$ cat config.mk
export PLATFORM = sky130hd
export DESIGN_NAME = attr_reg_file
export DESIGN_NICKNAME = d
export VERILOG_FILES = /design/src/logic/attr_regs_pkg.sv /design/src/logic/attr_effect.sv /design/src/logic/attr_reg_file.sv
export VERILOG_INCLUDE_DIRS = /design/src /design/src/logic
export SDC_FILE = /design/constraint.sdc
export NUM_CORES = 1
export LEC_CHECK = 0
export BUFFER_PORTS_ARGS = -buffer_cell sky130_fd_sc_hd__buf_4
export CORE_ASPECT_RATIO = 1.1
export CORE_MARGIN = 2
export CORE_UTILIZATION = 50
export CTS_CLUSTER_SIZE = 30
export DETAILED_ROUTE_END_ITERATION = 10
export PLACE_DENSITY = 0.79
export SLEW_MARGIN = 20
export SYNTH_ARGS = -nofsm -noshare
export SYNTH_HDL_FRONTEND = slang
export SYNTH_HIERARCHICAL = 1
export SYNTH_SLANG_ARGS = --single-unit
$ cat constraint.sdc
create_clock -name clk_sys -period 3 [get_ports clk_sys]
set_clock_uncertainty 0.05 [all_clocks]
set_input_delay 0.45 -clock clk_sys [delete_from_list [all_inputs] [get_ports clk_sys]]
set_output_delay 0.45 -clock clk_sys [all_outputs]
set_load 0.02 [all_outputs]
$ cat src/logic/attr_regs_defs.svh
// Offsets, field positions and reset values of the attribute register file.
// Assumes inclusion by bare name from the package; the design modules use its macros without including it.
`ifndef ATTR_REGS_DEFS_SVH
`define ATTR_REGS_DEFS_SVH

// ==========================================================
// Port address and index map
`define PORT_INDEX_DATA      10'h3c0
`define PORT_DATA_READ       10'h3c1
`define IDX_PALETTE_LAST     5'h0f
`define IDX_MODE_CONTROL     5'h10
`define IDX_BORDER_COLOUR    5'h11
`define IDX_PLANE_ENABLE     5'h12
`define IDX_PIXEL_PAN        5'h13
`define IDX_COLOUR_PAGE      5'h14

// ==========================================================
// Field positions and masks
`define INDEX_PAL_ENABLE_BIT 5
`define PALETTE_MASK         8'h3f
`define PLANE_ENABLE_MASK    8'h0f
`define PAN_MASK             8'h0f
`define COLOUR_PAGE_MASK     8'h0f
`define MODE_NINE_DOT_BIT    2
`define MODE_DUMMY_PEL_BIT   6
`define PAN_BIT3             3
`define LCD_TYPE_CODE        2'b01

// ==========================================================
// Reset values
`define RESET_BYTE           8'h00
`define RESET_INDEX          6'h00

`endif

$ cat src/logic/attr_regs_pkg.sv
// Types shared by the attribute register file modules.
// Assumes the constants header sits on the include path.
package attr_regs_pkg;
  `include "attr_regs_defs.svh"

  // Port access strobes from software
  typedef struct packed {
    logic       wr;
    logic       rd;
    logic [9:0] addr;
    logic [7:0] wdata;
  } io_req_type;

  // Flip-flop toggle of index versus data at the shared port
  typedef enum logic [0:0] {
    ST_INDEX = 1'b0,
    ST_DATA  = 1'b1
  } port_phase_type;

  // Fields that steer the pixel path
  typedef struct packed {
    logic       nine_dot_eff;
    logic [3:0] pan_eff;
    logic       lcd_mode;
  } effect_type;
endpackage

$ cat src/logic/attr_effect.sv
// Derives effective display controls from stored mode bits.
// Assumes inputs come from registers on the same clock.
`timescale 1ns/1ns
module attr_effect
  import attr_regs_pkg::*;
(
  input  wire logic [1:0] display_type,
  input  wire logic [7:0] mode_control,
  input  wire logic [7:0] pan_reg,
  output      effect_type eff
);
  // ========================================================
  // LCD detection and gating of CRT-only bits
  always_comb
  begin
    eff.lcd_mode     = (display_type == `LCD_TYPE_CODE);
    eff.nine_dot_eff = mode_control[`MODE_NINE_DOT_BIT]
                       & ~eff.lcd_mode;
    eff.pan_eff      = eff.lcd_mode
                       ? {1'b0, pan_reg[2:0]}
                       : pan_reg[3:0];
  end
endmodule

$ cat src/logic/attr_reg_file.sv
// Attribute register file: index/data port, palette and control registers.
// Assumes one-cycle read and write strobes synchronous to clk_sys.
`timescale 1ns/1ns
module attr_reg_file
  import attr_regs_pkg::*;
(
  input  wire logic        clk_sys,
  input  wire logic        rst,
  input  wire io_req_type  io_req,
  input  wire logic        phase_reset,
  input  wire logic [1:0]  display_type_aux_register,
  output      logic [7:0]  rdata,
  output      logic        palette_enable,
  output      logic        nine_dot_enable,
  output      logic [3:0]  pan_count,
  output      logic        lcd_mode,
  output      logic [7:0]  mode_control_out,
  output      logic [7:0]  border_colour_out,
  output      logic [3:0]  plane_enable_out,
  output      logic [3:0]  colour_page_out
);
  // ========================================================
  // Storage
  logic [5:0]     palette_q [16];
  logic [7:0]     mode_control_q;
  logic [7:0]     border_colour_q;
  logic [7:0]     plane_enable_q;
  logic [7:0]     pixel_pan_q;
  logic [7:0]     colour_page_q;
  logic [5:0]     index_q;
  port_phase_type phase_q;
  effect_type     eff;

  // Index field without the palette enable bit
  function automatic logic [4:0] reg_index(input logic [5:0] idx);
    reg_index = idx[4:0];
  endfunction

  // Readback value of a register chosen by index
  function automatic logic [7:0] reg_value(input logic [4:0] i);
    reg_value = 8'h00;
    if (i <= `IDX_PALETTE_LAST)
      reg_value = {2'b00, palette_q[i[3:0]]};
    else
      unique case (i)
        `IDX_MODE_CONTROL:  reg_value = mode_control_q;
        `IDX_BORDER_COLOUR: reg_value = border_colour_q;
        `IDX_PLANE_ENABLE:  reg_value = plane_enable_q & `PLANE_ENABLE_MASK;
        `IDX_PIXEL_PAN:     reg_value = pixel_pan_q & `PAN_MASK;
        `IDX_COLOUR_PAGE:   reg_value = colour_page_q & `COLOUR_PAGE_MASK;
        default:            reg_value = 8'h00;
      endcase
  endfunction

  logic wr_port;
  logic rd_port;
  logic data_wr;
  assign wr_port = io_req.wr && (io_req.addr == `PORT_INDEX_DATA);
  assign rd_port = io_req.rd;
  assign data_wr = wr_port && (phase_q == ST_DATA);

  // ========================================================
  // Index/data toggle; status read elsewhere resets it
  always_ff @(posedge clk_sys)
  begin
    if (rst || phase_reset)
      phase_q <= ST_INDEX;
    else if (wr_port)
      phase_q <= (phase_q == ST_INDEX) ? ST_DATA : ST_INDEX;
  end

  // Index register write
  always_ff @(posedge clk_sys)
  begin
    if (rst)
      index_q <= `RESET_INDEX;
    else if (wr_port && phase_q == ST_INDEX)
      index_q <= io_req.wdata[5:0];
  end

  // Palette entries
  always_ff @(posedge clk_sys)
  begin
    if (rst)
    begin
      for (int k = 0; k < 16; k++)
        palette_q[k] <= 6'h00;
    end
    else if (data_wr && reg_index(index_q) <= `IDX_PALETTE_LAST)
      palette_q[index_q[3:0]] <= io_req.wdata[5:0];
  end

  // Control registers; mode control bits 6 and 2 stored whole
  always_ff @(posedge clk_sys)
  begin
    if (rst)
    begin
      mode_control_q  <= `RESET_BYTE;
      border_colour_q <= `RESET_BYTE;
      plane_enable_q  <= `RESET_BYTE;
      pixel_pan_q     <= `RESET_BYTE;
      colour_page_q   <= `RESET_BYTE;
    end
    else if (data_wr)
    begin
      unique case (reg_index(index_q))
        `IDX_MODE_CONTROL:  mode_control_q  <= io_req.wdata;
        `IDX_BORDER_COLOUR: border_colour_q <= io_req.wdata;
        `IDX_PLANE_ENABLE:  plane_enable_q  <= io_req.wdata & `PLANE_ENABLE_MASK;
        `IDX_PIXEL_PAN:     pixel_pan_q     <= io_req.wdata & `PAN_MASK;
        `IDX_COLOUR_PAGE:   colour_page_q   <= io_req.wdata & `COLOUR_PAGE_MASK;
        default:            mode_control_q  <= mode_control_q;
      endcase
    end
  end

  // Effective CRT-only controls
  attr_effect u_effect (
    .display_type (display_type_aux_register),
    .mode_control (mode_control_q),
    .pan_reg      (pixel_pan_q),
    .eff          (eff)
  );

  // ========================================================
  // Registered outputs; dummy pel bit masked from mode_control_out, still read back on rdata
  always_ff @(posedge clk_sys)
  begin
    if (rst)
    begin
      rdata             <= 8'h00;
      palette_enable    <= 1'b0;
      nine_dot_enable   <= 1'b0;
      pan_count         <= 4'h0;
      lcd_mode          <= 1'b0;
      mode_control_out  <= 8'h00;
      border_colour_out <= 8'h00;
      plane_enable_out  <= 4'h0;
      colour_page_out   <= 4'h0;
    end
    else
    begin
      if (rd_port && io_req.addr == `PORT_INDEX_DATA)
        rdata <= {2'b00, index_q};
      else if (rd_port && io_req.addr == `PORT_DATA_READ)
        rdata <= reg_value(reg_index(index_q));
      palette_enable    <= index_q[`INDEX_PAL_ENABLE_BIT];
      nine_dot_enable   <= eff.nine_dot_eff;
      pan_count         <= eff.pan_eff;
      lcd_mode          <= eff.lcd_mode;
      mode_control_out  <= mode_control_q & ~(8'h01 << `MODE_DUMMY_PEL_BIT);
      border_colour_out <= border_colour_q;
      plane_enable_out  <= plane_enable_q[3:0];
      colour_page_out   <= colour_page_q[3:0];
    end
  end
endmodule

==> flow_summary.json, run 1 <==
{
  "coreArea_mm2": 0.01494,
  "crit_path_end_kind": "flip-flop",
  "vias": 4935,
  "place_inst": 846,
  "crit_path_top_delay_cell": "dfxtp_1",
  "clockBufferDepth": 2,
  "hold_path_class": "input pin to flip-flop",
  "grt_antenna_before_repair": 0,
  "synthMuxAreaShare_pct": 12.96,
  "synth_top_family_by_area": "simple AND/OR/NAND/NOR gates",
  "worst_pin_slew_ns": 0.8895,
  "ys_warn_count": 6,
  "post-place-ws_ns": 0.4544,
  "period_needed_ns": 2.325,
  "grt_use_total_pct": 22.52,
  "ys_seq_area_share_pct": 58.38,
  "gp_congestion": 0.9182,
  "rsz0062_at_grt": "no",
  "cap_violations": 0,
  "power_mw": 4.828,
  "num_io_pins": 64,
  "grt_overflow": 0,
  "numCtsBuffers": 17,
  "outcome": "finished, final reports clean",
  "clockRootBuffer": "clkbuf_16",
  "multi_input_area_mm2": 0.002879,
  "finalWirelength_um": 17500,
  "die_area_mm2": 0.01616,
  "ys.flop_type": "edfxtp_1",
  "vdd_ir_drop_max_v": 0.0003727,
  "ctsHoldBuffers": 0,
  "detail_route.wl_per_cell_um": 19.94,
  "synth_compound_area_share_pct": 3.698,
  "grt_max_degree": 90,
  "cts_resized": 0,
  "htree_levels": 4,
  "ys_ff_latch": 173,
  "syn_area_mm2": 0.007579,
  "yosysUniqueCellTypes": 59,
  "synth_xor_area_share_pct": 0,
  "powerDensity_mw_per_mm2": 553.1,
  "slew_violations": 0,
  "dr.first_iter.drc_count": 406,
  "vias_per_cell": 5.621,
  "diodes": 0,
  "syn_inst": 621,
  "finalCritPeriodShare_pct": 77.51,
  "drc": 0,
  "syn_avg_cell_area_um2": 12.20,
  "clk_pin_slew_ns": 0.07,
  "path_class": "flip-flop to flip-flop",
  "synth_fa_ha_area_share_pct": 0,
  "slowest_delay_ns": 0.80,
  "dr.pass1.iters": 6,
  "clock-sinks": 173,
  "fin_tns_setup_ns": 0,
  "tritoncts": "built",
  "fill_cells": 1203,
  "hold_viol": 0,
  "grt_pass1_vias": 5058,
  "final_util_pct": 58.44,
  "register_area_mm2": 0.004424,
  "p_leak_nw": 3.388,
  "arrival_ns": 2.55,
  "row_count": 47,
  "grt_pass1_wl_um": 27260,
  "final_cell_count_no_fill": 878,
  "postSynth.asyncResetShare_pct": 0,
  "synth_nets": 646,
  "dieHeight_um": 133.1,
  "fp.dieW_um": 121.4,
  "dp_hpwl_um": 12130,
  "hp-start": "phase_reset",
  "synth_edf_count": 96,
  "start_util_pct": 50.74,
  "setup_violations": 0,
  "cp_max_fo": 13,
  "slew-limit-headroom_pct": 40.70,
  "fmax_ghz": 0.4301,
  "io_buffers": 62,
  "post_cts_buffers": 0,
  "required_ns": 3.22,
  "fin_nets": 694,
  "detail-route-antenna-nets": 0,
  "clkLatencyLatePin_ns": 0.42,
  "layout-drive-gt1-share_pct": 23.02,
  "setup_slack_ns": 0.6748,
  "crit_chain": "mux4_2 -> mux2_2 -> a2111oi_0 -> nor3_1",
  "synthSimpleGateAreaFrac_pct": 21.28,
  "startpoint_type": "flip-flop",
  "syn2layout_area_growth_pct": 15.19
}
critical path: cells and delay by family, from the launching register on:
kind | cells | cell delay (ns)
compound gates | 1 | 0.51
simple gates | 1 | 0.08
mux | 2 | 0.73
flops | 1 | 0.80
cell type report:
class | count | area share [%]
tap | 196 | 2.809
clock inverter | 15 | 1.734
multi-input combinational | 391 | 32.98
timing repair buffer | 75 | 6.450
clock buffer | 17 | 4.873
inverter | 11 | 0.4730
sequential | 173 | 50.68
power by group:
group / internal [mW] / switching (mW) / total, mW
Sequential: 2.54 / 0.0190 / 2.56
Clock: 1.11 / 1.00 / 2.11
Combinational: 0.0539 / 0.105 / 0.159
Total: 3.70 / 1.13 / 4.83
cell usage in the layout (no fill, tap or decap), types with 17 or more instances in the layout:
| cell type | instances |
|---|---|
| nor2_1 | 49 |
| dfxtp_1 | 77 |
| edfxtp_1 | 96 |
| mux2i_1 | 52 |
| clkbuf_16 | 17 |
| buf_4 | 75 |
| nand2_1 | 24 |
| mux4_2 | 19 |
| and2_1 | 98 |
| a21oi_1 | 17 |
| nor2b_1 | 33 |
through the flow:
step	cell area [µm²]	hold WS, ns
finish	8730	0.1553
global route	8730	0.1467
CTS	8730	0.1491
detailed placement	8153	0.4006
global placement	8153	0.3929
floorplan	7579	0.3807
metal layers:
layer  global-route usage [%]  wire, µm  vias to the layer above
met5                        0         0                        -
met4                    10.34       734                        0
met3                    3.810      1143                       51
met2                    39.01      8989                      235
met1                    27.41      6636                     2389
li1                         -         -                     2260
path summary, 6_finish.rpt:
check | end | slack, ns | depth (start not counted)
setup / recovery | rdata[5] | 0.67 | 4
setup reg to reg | rdata[5] | 0.67 | 4
hold reg to reg | plane_enable_out[2] | 0.43 | 1
hold / removal | phase_q | 0.16 | 2
flip-flops by register name, indices dropped and copies added, names as in the netlist, 4 cells and up, named ones only:
register	cells
palette_q	96
border_colour_out	8
border_colour_q	8
mode_control_q	8
rdata	8
mode_control_out	7
index_q	6
colour_page_out	4
colour_page_q	4
pan_count	4
pixel_pan_q	4
plane_enable_out	4
plane_enable_q	4
cell usage after synthesis (5+ instances only):
| master | number | area, µm² |
|---|---|---|
| nand2_1 | 24 | 90.09 |
| mux4_2 | 19 | 427.9 |
| nand4_1 | 5 | 31.28 |
| nor2b_1 | 33 | 206.5 |
| a21oi_1 | 17 | 85.08 |
| clkbuf_1 | 24 | 90.09 |
| edfxtp_1 | 96 | 2883 |
| nor2_1 | 49 | 183.9 |
| nand2b_1 | 6 | 37.54 |
| buf_2 | 10 | 50.05 |
| or2_2 | 14 | 87.58 |
| inv_1 | 11 | 41.29 |
| mux2i_1 | 52 | 520.5 |
| buf_4 | 6 | 45.04 |
| nand3_1 | 8 | 40.04 |
| dfxtp_1 | 77 | 1541 |
| and2_1 | 98 | 613.1 |
cells by family (layout without fill, tap and decap cells):
kind of cell | Yosys count | after routing
flip-flops | 173 | 173
AND/OR/NAND/NOR | 273 | 273
buffers and inverters | 57 | 118
other | 1 | 1
multiplexers | 74 | 74
AO/OA/AOI/OAI | 43 | 43
No activity file was read; power rests on OpenSTA's default activity.
==> run 2: changes to the inputs <==
clock period = 2.2 ns   (was 3 ns; I/O delays follow)
==> run 2 against run 1 <==
Clock-buffer cell count rose by 6. Global-route usage rose by 0.23 points. Combinational power grew 39%. Hold slack got worse by 0.12 ns. First-iteration DRC count is 14% lower. Wire length rose by 0.77%. Via count grew 1.3%. Sequential share of layout area shrank 1.5 points. Register-to-register slack got worse by 0.61 ns. Final cell count rose by 3.2%. Core utilization grew 1.8 points. Clock power is 40% higher. Critical endpoint is now rdata[4].
==> flow_summary.json, run 2 (synthesis results as in run 1) <==
{
  "fill_cells": 1163,
  "powerDensity_mw_per_mm2": 741.1,
  "cap_violations": 0,
  "dp_hpwl_um": 12270,
  "hold_path_class": "input pin to flip-flop",
  "die_area_mm2": 0.01616,
  "grt_pass1_vias": 5027,
  "io_buffers": 62,
  "reg2reg_setup_slack_ns": 0.06,
  "coreArea_mm2": 0.01494,
  "multi_input_area_mm2": 0.002884,
  "grt_antenna_before_repair": 0,
  "vias_per_cell": 5.518,
  "arrival_ns": 2.39,
  "clk_pin_slew_ns": 0.06,
  "post-place-ws_ns": -0.1008,
  "grt_pass1_wl_um": 27450,
  "p_leak_nw": 3.563,
  "ctsHoldBuffers": 0,
  "cts_resized": 0,
  "detail_route.wl_per_cell_um": 19.47,
  "fp.dieW_um": 121.4,
  "slew-limit-headroom_pct": 41.17,
  "start_util_pct": 50.74,
  "period_needed_ns": 2.136,
  "grt_use_total_pct": 22.75,
  "row_count": 47,
  "worst_pin_slew_ns": 0.8824,
  "gp_congestion": 0.9358,
  "switching_share_pct": 20.50,
  "register_area_mm2": 0.004425,
  "slew_violations": 0,
  "worst_r2r_endpoint": "rdata[4]",
  "diodes": 0,
  "top_register": "palette_q",
  "setup_slack_ns": 0.06375,
  "largest_reg_flops": 96,
  "clockRootBuffer": "clkbuf_16",
  "dr.first_iter.drc_count": 350,
  "p_switching_mw": 1.366,
  "clockBufferDepth": 2,
  "startpoint_type": "flip-flop",
  "htree_levels": 4,
  "num_io_pins": 64,
  "grt_overflow": 0,
  "detail-route-antenna-nets": 0,
  "endpoint": "rdata[4]",
  "power_mw": 6.664,
  "fin_nets": 723,
  "numCtsBuffers": 17,
  "post_cts_buffers": 0,
  "syn2layout_area_growth_pct": 18.66,
  "tritoncts": "built",
  "path_class": "flip-flop to flip-flop",
  "cp_max_fo": 15,
  "finalCritPeriodShare_pct": 97.10,
  "setup_violations": 0,
  "combPwrFrac_pct": 3.3,
  "rsz0062_at_grt": "no",
  "clkPwrFrac_pct": 44.3,
  "fmax_ghz": 0.4681,
  "hold_viol": 0,
  "dr.pass1.iters": 5,
  "required_ns": 2.46,
  "clkLatencyLatePin_ns": 0.42,
  "grt_max_degree": 90,
  "vias": 4999,
  "r2r_cells": 6,
  "p_int_mw": 5.298,
  "vdd_ir_drop_max_v": 0.0006030,
  "dieHeight_um": 133.1,
  "layout-drive-gt1-share_pct": 26.06,
  "final_common_cell": "buf_4",
  "hold_depth": 2,
  "drc": 0,
  "pwr-share-seq_pct": 52.4,
  "outcome": "finished, final reports clean",
  "crit_path_end_kind": "flip-flop",
  "final_cell_mix": "buf_4 (102), and2_1 (98), edfxtp_1 (96), dfxtp_1 (76), mux2i_1 (52)",
  "finalWirelength_um": 17640,
  "clock-sinks": 173
}
## run 2: cell types whose count changed in the layout (fill, tap and decap cells not counted), sizes merged
cell	delta
clkbuf	+6
bufinv	+1
clkinvlp	-2
inv	-6
buf	+29
## run 2: cell type report
class                           instances  area share, %
Sequential cell                       173          49.21
Multi-Input combinational cell        391          32.07
Timing Repair Buffer                  104          8.961
Clock buffer                           23          5.677
Tap cell                              196          2.727
Clock inverter                          8         0.8905
Inverter                               11         0.4592
## run 2: worst min path at each step
stage / startpoint / end / slack, ns
CTS: phase_reset / phase_q / 0.04
floorplan: phase_reset / phase_q / 0.35
detailed placement: index_q[5] / index_q[5] / 0.40
global route: phase_reset / phase_q / 0.04
global placement: index_q[5] / index_q[5] / 0.39
finish: phase_reset / phase_q / 0.04
## run 2: worst max-delay path: stages (launching register included)
cell	delay (ns)
dfxtp_1	0.47
buf_4	0.33
mux4_2	0.55
nand2b_1	0.19
nand4_1	0.10
o21ai_0	0.09
o31a_1	0.24
## run 2: per-layer routing
| metal | share of wire (%) | track usage, % | vias to the layer above |
|---|---|---|---|
| met5 | 0 | 0 | - |
| met4 | 3.1 | 9.259 | 0 |
| met3 | 7.4 | 4.880 | 33 |
| met2 | 52 | 38.80 | 234 |
| met1 | 38 | 28.10 | 2407 |
| li1 | - | - | 2325 |
## run 2: per-stage QoR
| stage | cell area, µm² | TNS, ns | hold slack (ns) | utilization, % | cells |
|---|---|---|---|---|---|
| floorplan | 7579 | 0 | 0.3528 | - | 621 |
| global placement | 8396 | -0.6259 | 0.3889 | 56.21 | 875 |
| detailed placement | 8396 | -1.555 | 0.3980 | 56.21 | 875 |
| CTS | 8986 | 0 | 0.03738 | 60.16 | 906 |
| global route | 8992 | 0 | 0.03941 | 60.20 | 906 |
| finish | 8992 | 0 | 0.03970 | 60.20 | 906 |
## run 2: power groups by stage
stage	sequential (mW)	clock (mW)	combinational (mW)
2_1_floorplan	3.55	0	0.130
3_3_place_gp	3.56	0	0.212
3_5_place_dp	3.56	0	0.218
4_1_cts	3.49	2.97	0.219
5_1_grt	3.50	3.10	0.236
6_report	3.49	2.95	0.221
==> run 3: changes to the inputs <==
CORE_UTILIZATION = 40   (was 50)
PLACE_DENSITY = 0.67   (was 0.79)
==> run 3 against run 2 <==
Power down 0.37%. Clock power about the same. Core utilization down 11 points. Via count about the same. Clock-buffer cell count up 1. Wire length up 7.7%. Highest routed layer unchanged.
==> flow_summary.json, run 3 (synthesis results as in run 1) <==
{
  "outcome": "finished, final reports clean",
  "fin_nets": 727,
  "vias_per_cell": 5.215,
  "required_ns": 2.46,
  "clkLatencyLatePin_ns": 0.43,
  "fin_tns_setup_ns": 0,
  "num_io_pins": 64,
  "p_switching_mw": 1.401,
  "setup_violations": 0,
  "combPwrFrac_pct": 3.4,
  "hold_viol": 0,
  "row_count": 52,
  "powerDensity_mw_per_mm2": 732.2,
  "syn2layout_area_growth_pct": 19.65,
  "hp-start": "io_req[7]",
  "clockRootBuffer": "clkbuf_16",
  "die_area_mm2": 0.02006,
  "r2r_cells": 5,
  "rsz0062_at_grt": "no",
  "clkPwrFrac_pct": 43.9,
  "grt_pass1_vias": 5106,
  "dieHeight_um": 148.4,
  "switching_share_pct": 21.10,
  "crit_path_end_kind": "flip-flop",
  "grt_overflow": 0,
  "worst_pin_slew_ns": 0.5877,
  "detail-route-antenna-nets": 0,
  "final_util_pct": 49.07,
  "start_util_pct": 41.01,
  "path_class": "flip-flop to flip-flop",
  "post-place-ws_ns": -0.1026,
  "grt_util_met3_pct": 3.749,
  "final_cell_count_no_fill": 958,
  "drc": 0,
  "place_inst": 925,
  "p_leak_nw": 3.576,
  "multi_input_area_mm2": 0.002885,
  "startpoint_type": "flip-flop",
  "numCtsBuffers": 17,
  "slew-limit-headroom_pct": 60.82,
  "detail_route.wl_per_cell_um": 19.84,
  "vias": 4996,
  "finalCritPeriodShare_pct": 94.23,
  "hold_depth": 3,
  "setup_slack_ns": 0.1269,
  "top_register": "palette_q",
  "hold_path_class": "input pin to flip-flop",
  "dp_hpwl_um": 13330,
  "fp.dieW_um": 135.2,
  "dr.pass1.iters": 5,
  "coreArea_mm2": 0.01848,
  "layout-drive-gt1-share_pct": 26.15,
  "period_needed_ns": 2.073,
  "grt_antenna_before_repair": 0,
  "clock-sinks": 173,
  "p_int_mw": 5.238,
  "cap_violations": 0,
  "vdd_ir_drop_max_v": 0.0005384,
  "io_buffers": 62,
  "gp_congestion": 0.8939,
  "final_cell_mix": "buf_4 (105), and2_1 (98), edfxtp_1 (96), dfxtp_1 (75), mux2i_1 (52)",
  "largest_reg_flops": 96,
  "finalWirelength_um": 19000,
  "slew_violations": 0,
  "use_met2_pct": 32.92,
  "final_common_cell": "buf_4",
  "fill_cells": 1646,
  "fmax_ghz": 0.4824,
  "grt_use_total_pct": 19.73,
  "clockBufferDepth": 2,
  "busiest_layer": "met2",
  "register_area_mm2": 0.004427,
  "clk_pin_slew_ns": 0.07,
  "grt_pass1_wl_um": 29300,
  "htree_levels": 4,
  "diodes": 0,
  "grt_max_degree": 62,
  "dr.first_iter.drc_count": 450,
  "tritoncts": "built",
  "gr-usage-met1_pct": 25.20,
  "arrival_ns": 2.33,
  "cp_max_fo": 3,
  "pwr-share-seq_pct": 52.7
}
run 3: changes by cell type in the layout (fill, tap and decap cells not counted):
| cell | before | now |
|---|---|---|
| inv_4 | 0 | 3 |
| dlygate4sd3_1 | 0 | 1 |
| inv_1 | 11 | 12 |
| clkbuf_16 | 19 | 18 |
| clkinv_4 | 3 | 2 |
| a2111oi_1 | 0 | 1 |
| dfxtp_2 | 1 | 2 |
| a2111oi_0 | 1 | 0 |
| clkinv_2 | 3 | 0 |
| buf_4 | 102 | 105 |
| dfxtp_1 | 76 | 75 |
| clkbuf_1 | 2 | 4 |
run 3: worst paths after layout:
check / slack (ns) / endpoint
max: 0.13 / rdata[5]
min: 0.09 / border_colour_q[7]
max reg2reg: 0.13 / rdata[5]
min reg2reg: 0.41 / index_q[5]
run 3: layer usage:
layer,up-vias,part of all wire (%),routed length [µm]
met5,-,0,0
met4,0,2.6,501
met3,39,5.6,1064
met2,166,51,9605
met1,2472,41,7830
li1,2319,-,-
run 3: through the flow:
| step | cell area [µm²] | hold slack, ns | power (mW) |
|---|---|---|---|
| final | 9067 | 0.09099 | 6.639 |
| after global routing | 9067 | 0.09259 | 6.819 |
| after CTS | 9059 | 0.08315 | 6.668 |
| after detailed placement | 8477 | 0.3984 | 3.788 |
| after global placement | 8477 | 0.3962 | 3.780 |
| after floorplan | 7579 | 0.3528 | 3.677 |
run 3: what timing repair did:
action | 4_1_cts | 5_1_grt
setup endpoints to repair | 0 | 11
hold buffers | 1 | 0
gates resized for setup | 0 | 4
setup buffers | 0 | 0
endpoints found under the hold margin | 1 | 0
run 3: power by group through the flow:
stage                     logic (mW)  clock network [mW]  registers, mW
after floorplan                0.130                   0           3.55
after global placement         0.217                   0           3.56
after detailed placement       0.223                   0           3.57
after CTS                      0.225                2.95           3.50
after global routing           0.241                3.08           3.50
final                          0.225                2.92           3.50
run 3: area by class of cell:
cell class | count | area share, %
repair buffers | 108 | 9.245
inverters | 11 | 0.4554
clock buffers | 24 | 5.437
flip-flops and latches | 173 | 48.82
multi-input cells | 391 | 31.82
clock inverters | 8 | 0.8693
well taps | 243 | 3.353
run 3: worst max-delay path, cell delays in order, from the launching register on:
cell and delay (ns):
dfxtp_1 0.41, mux4_2 0.55, mux2_2 0.30, a2111oi_1 0.42, buf_4 0.19, nor3_1 0.04
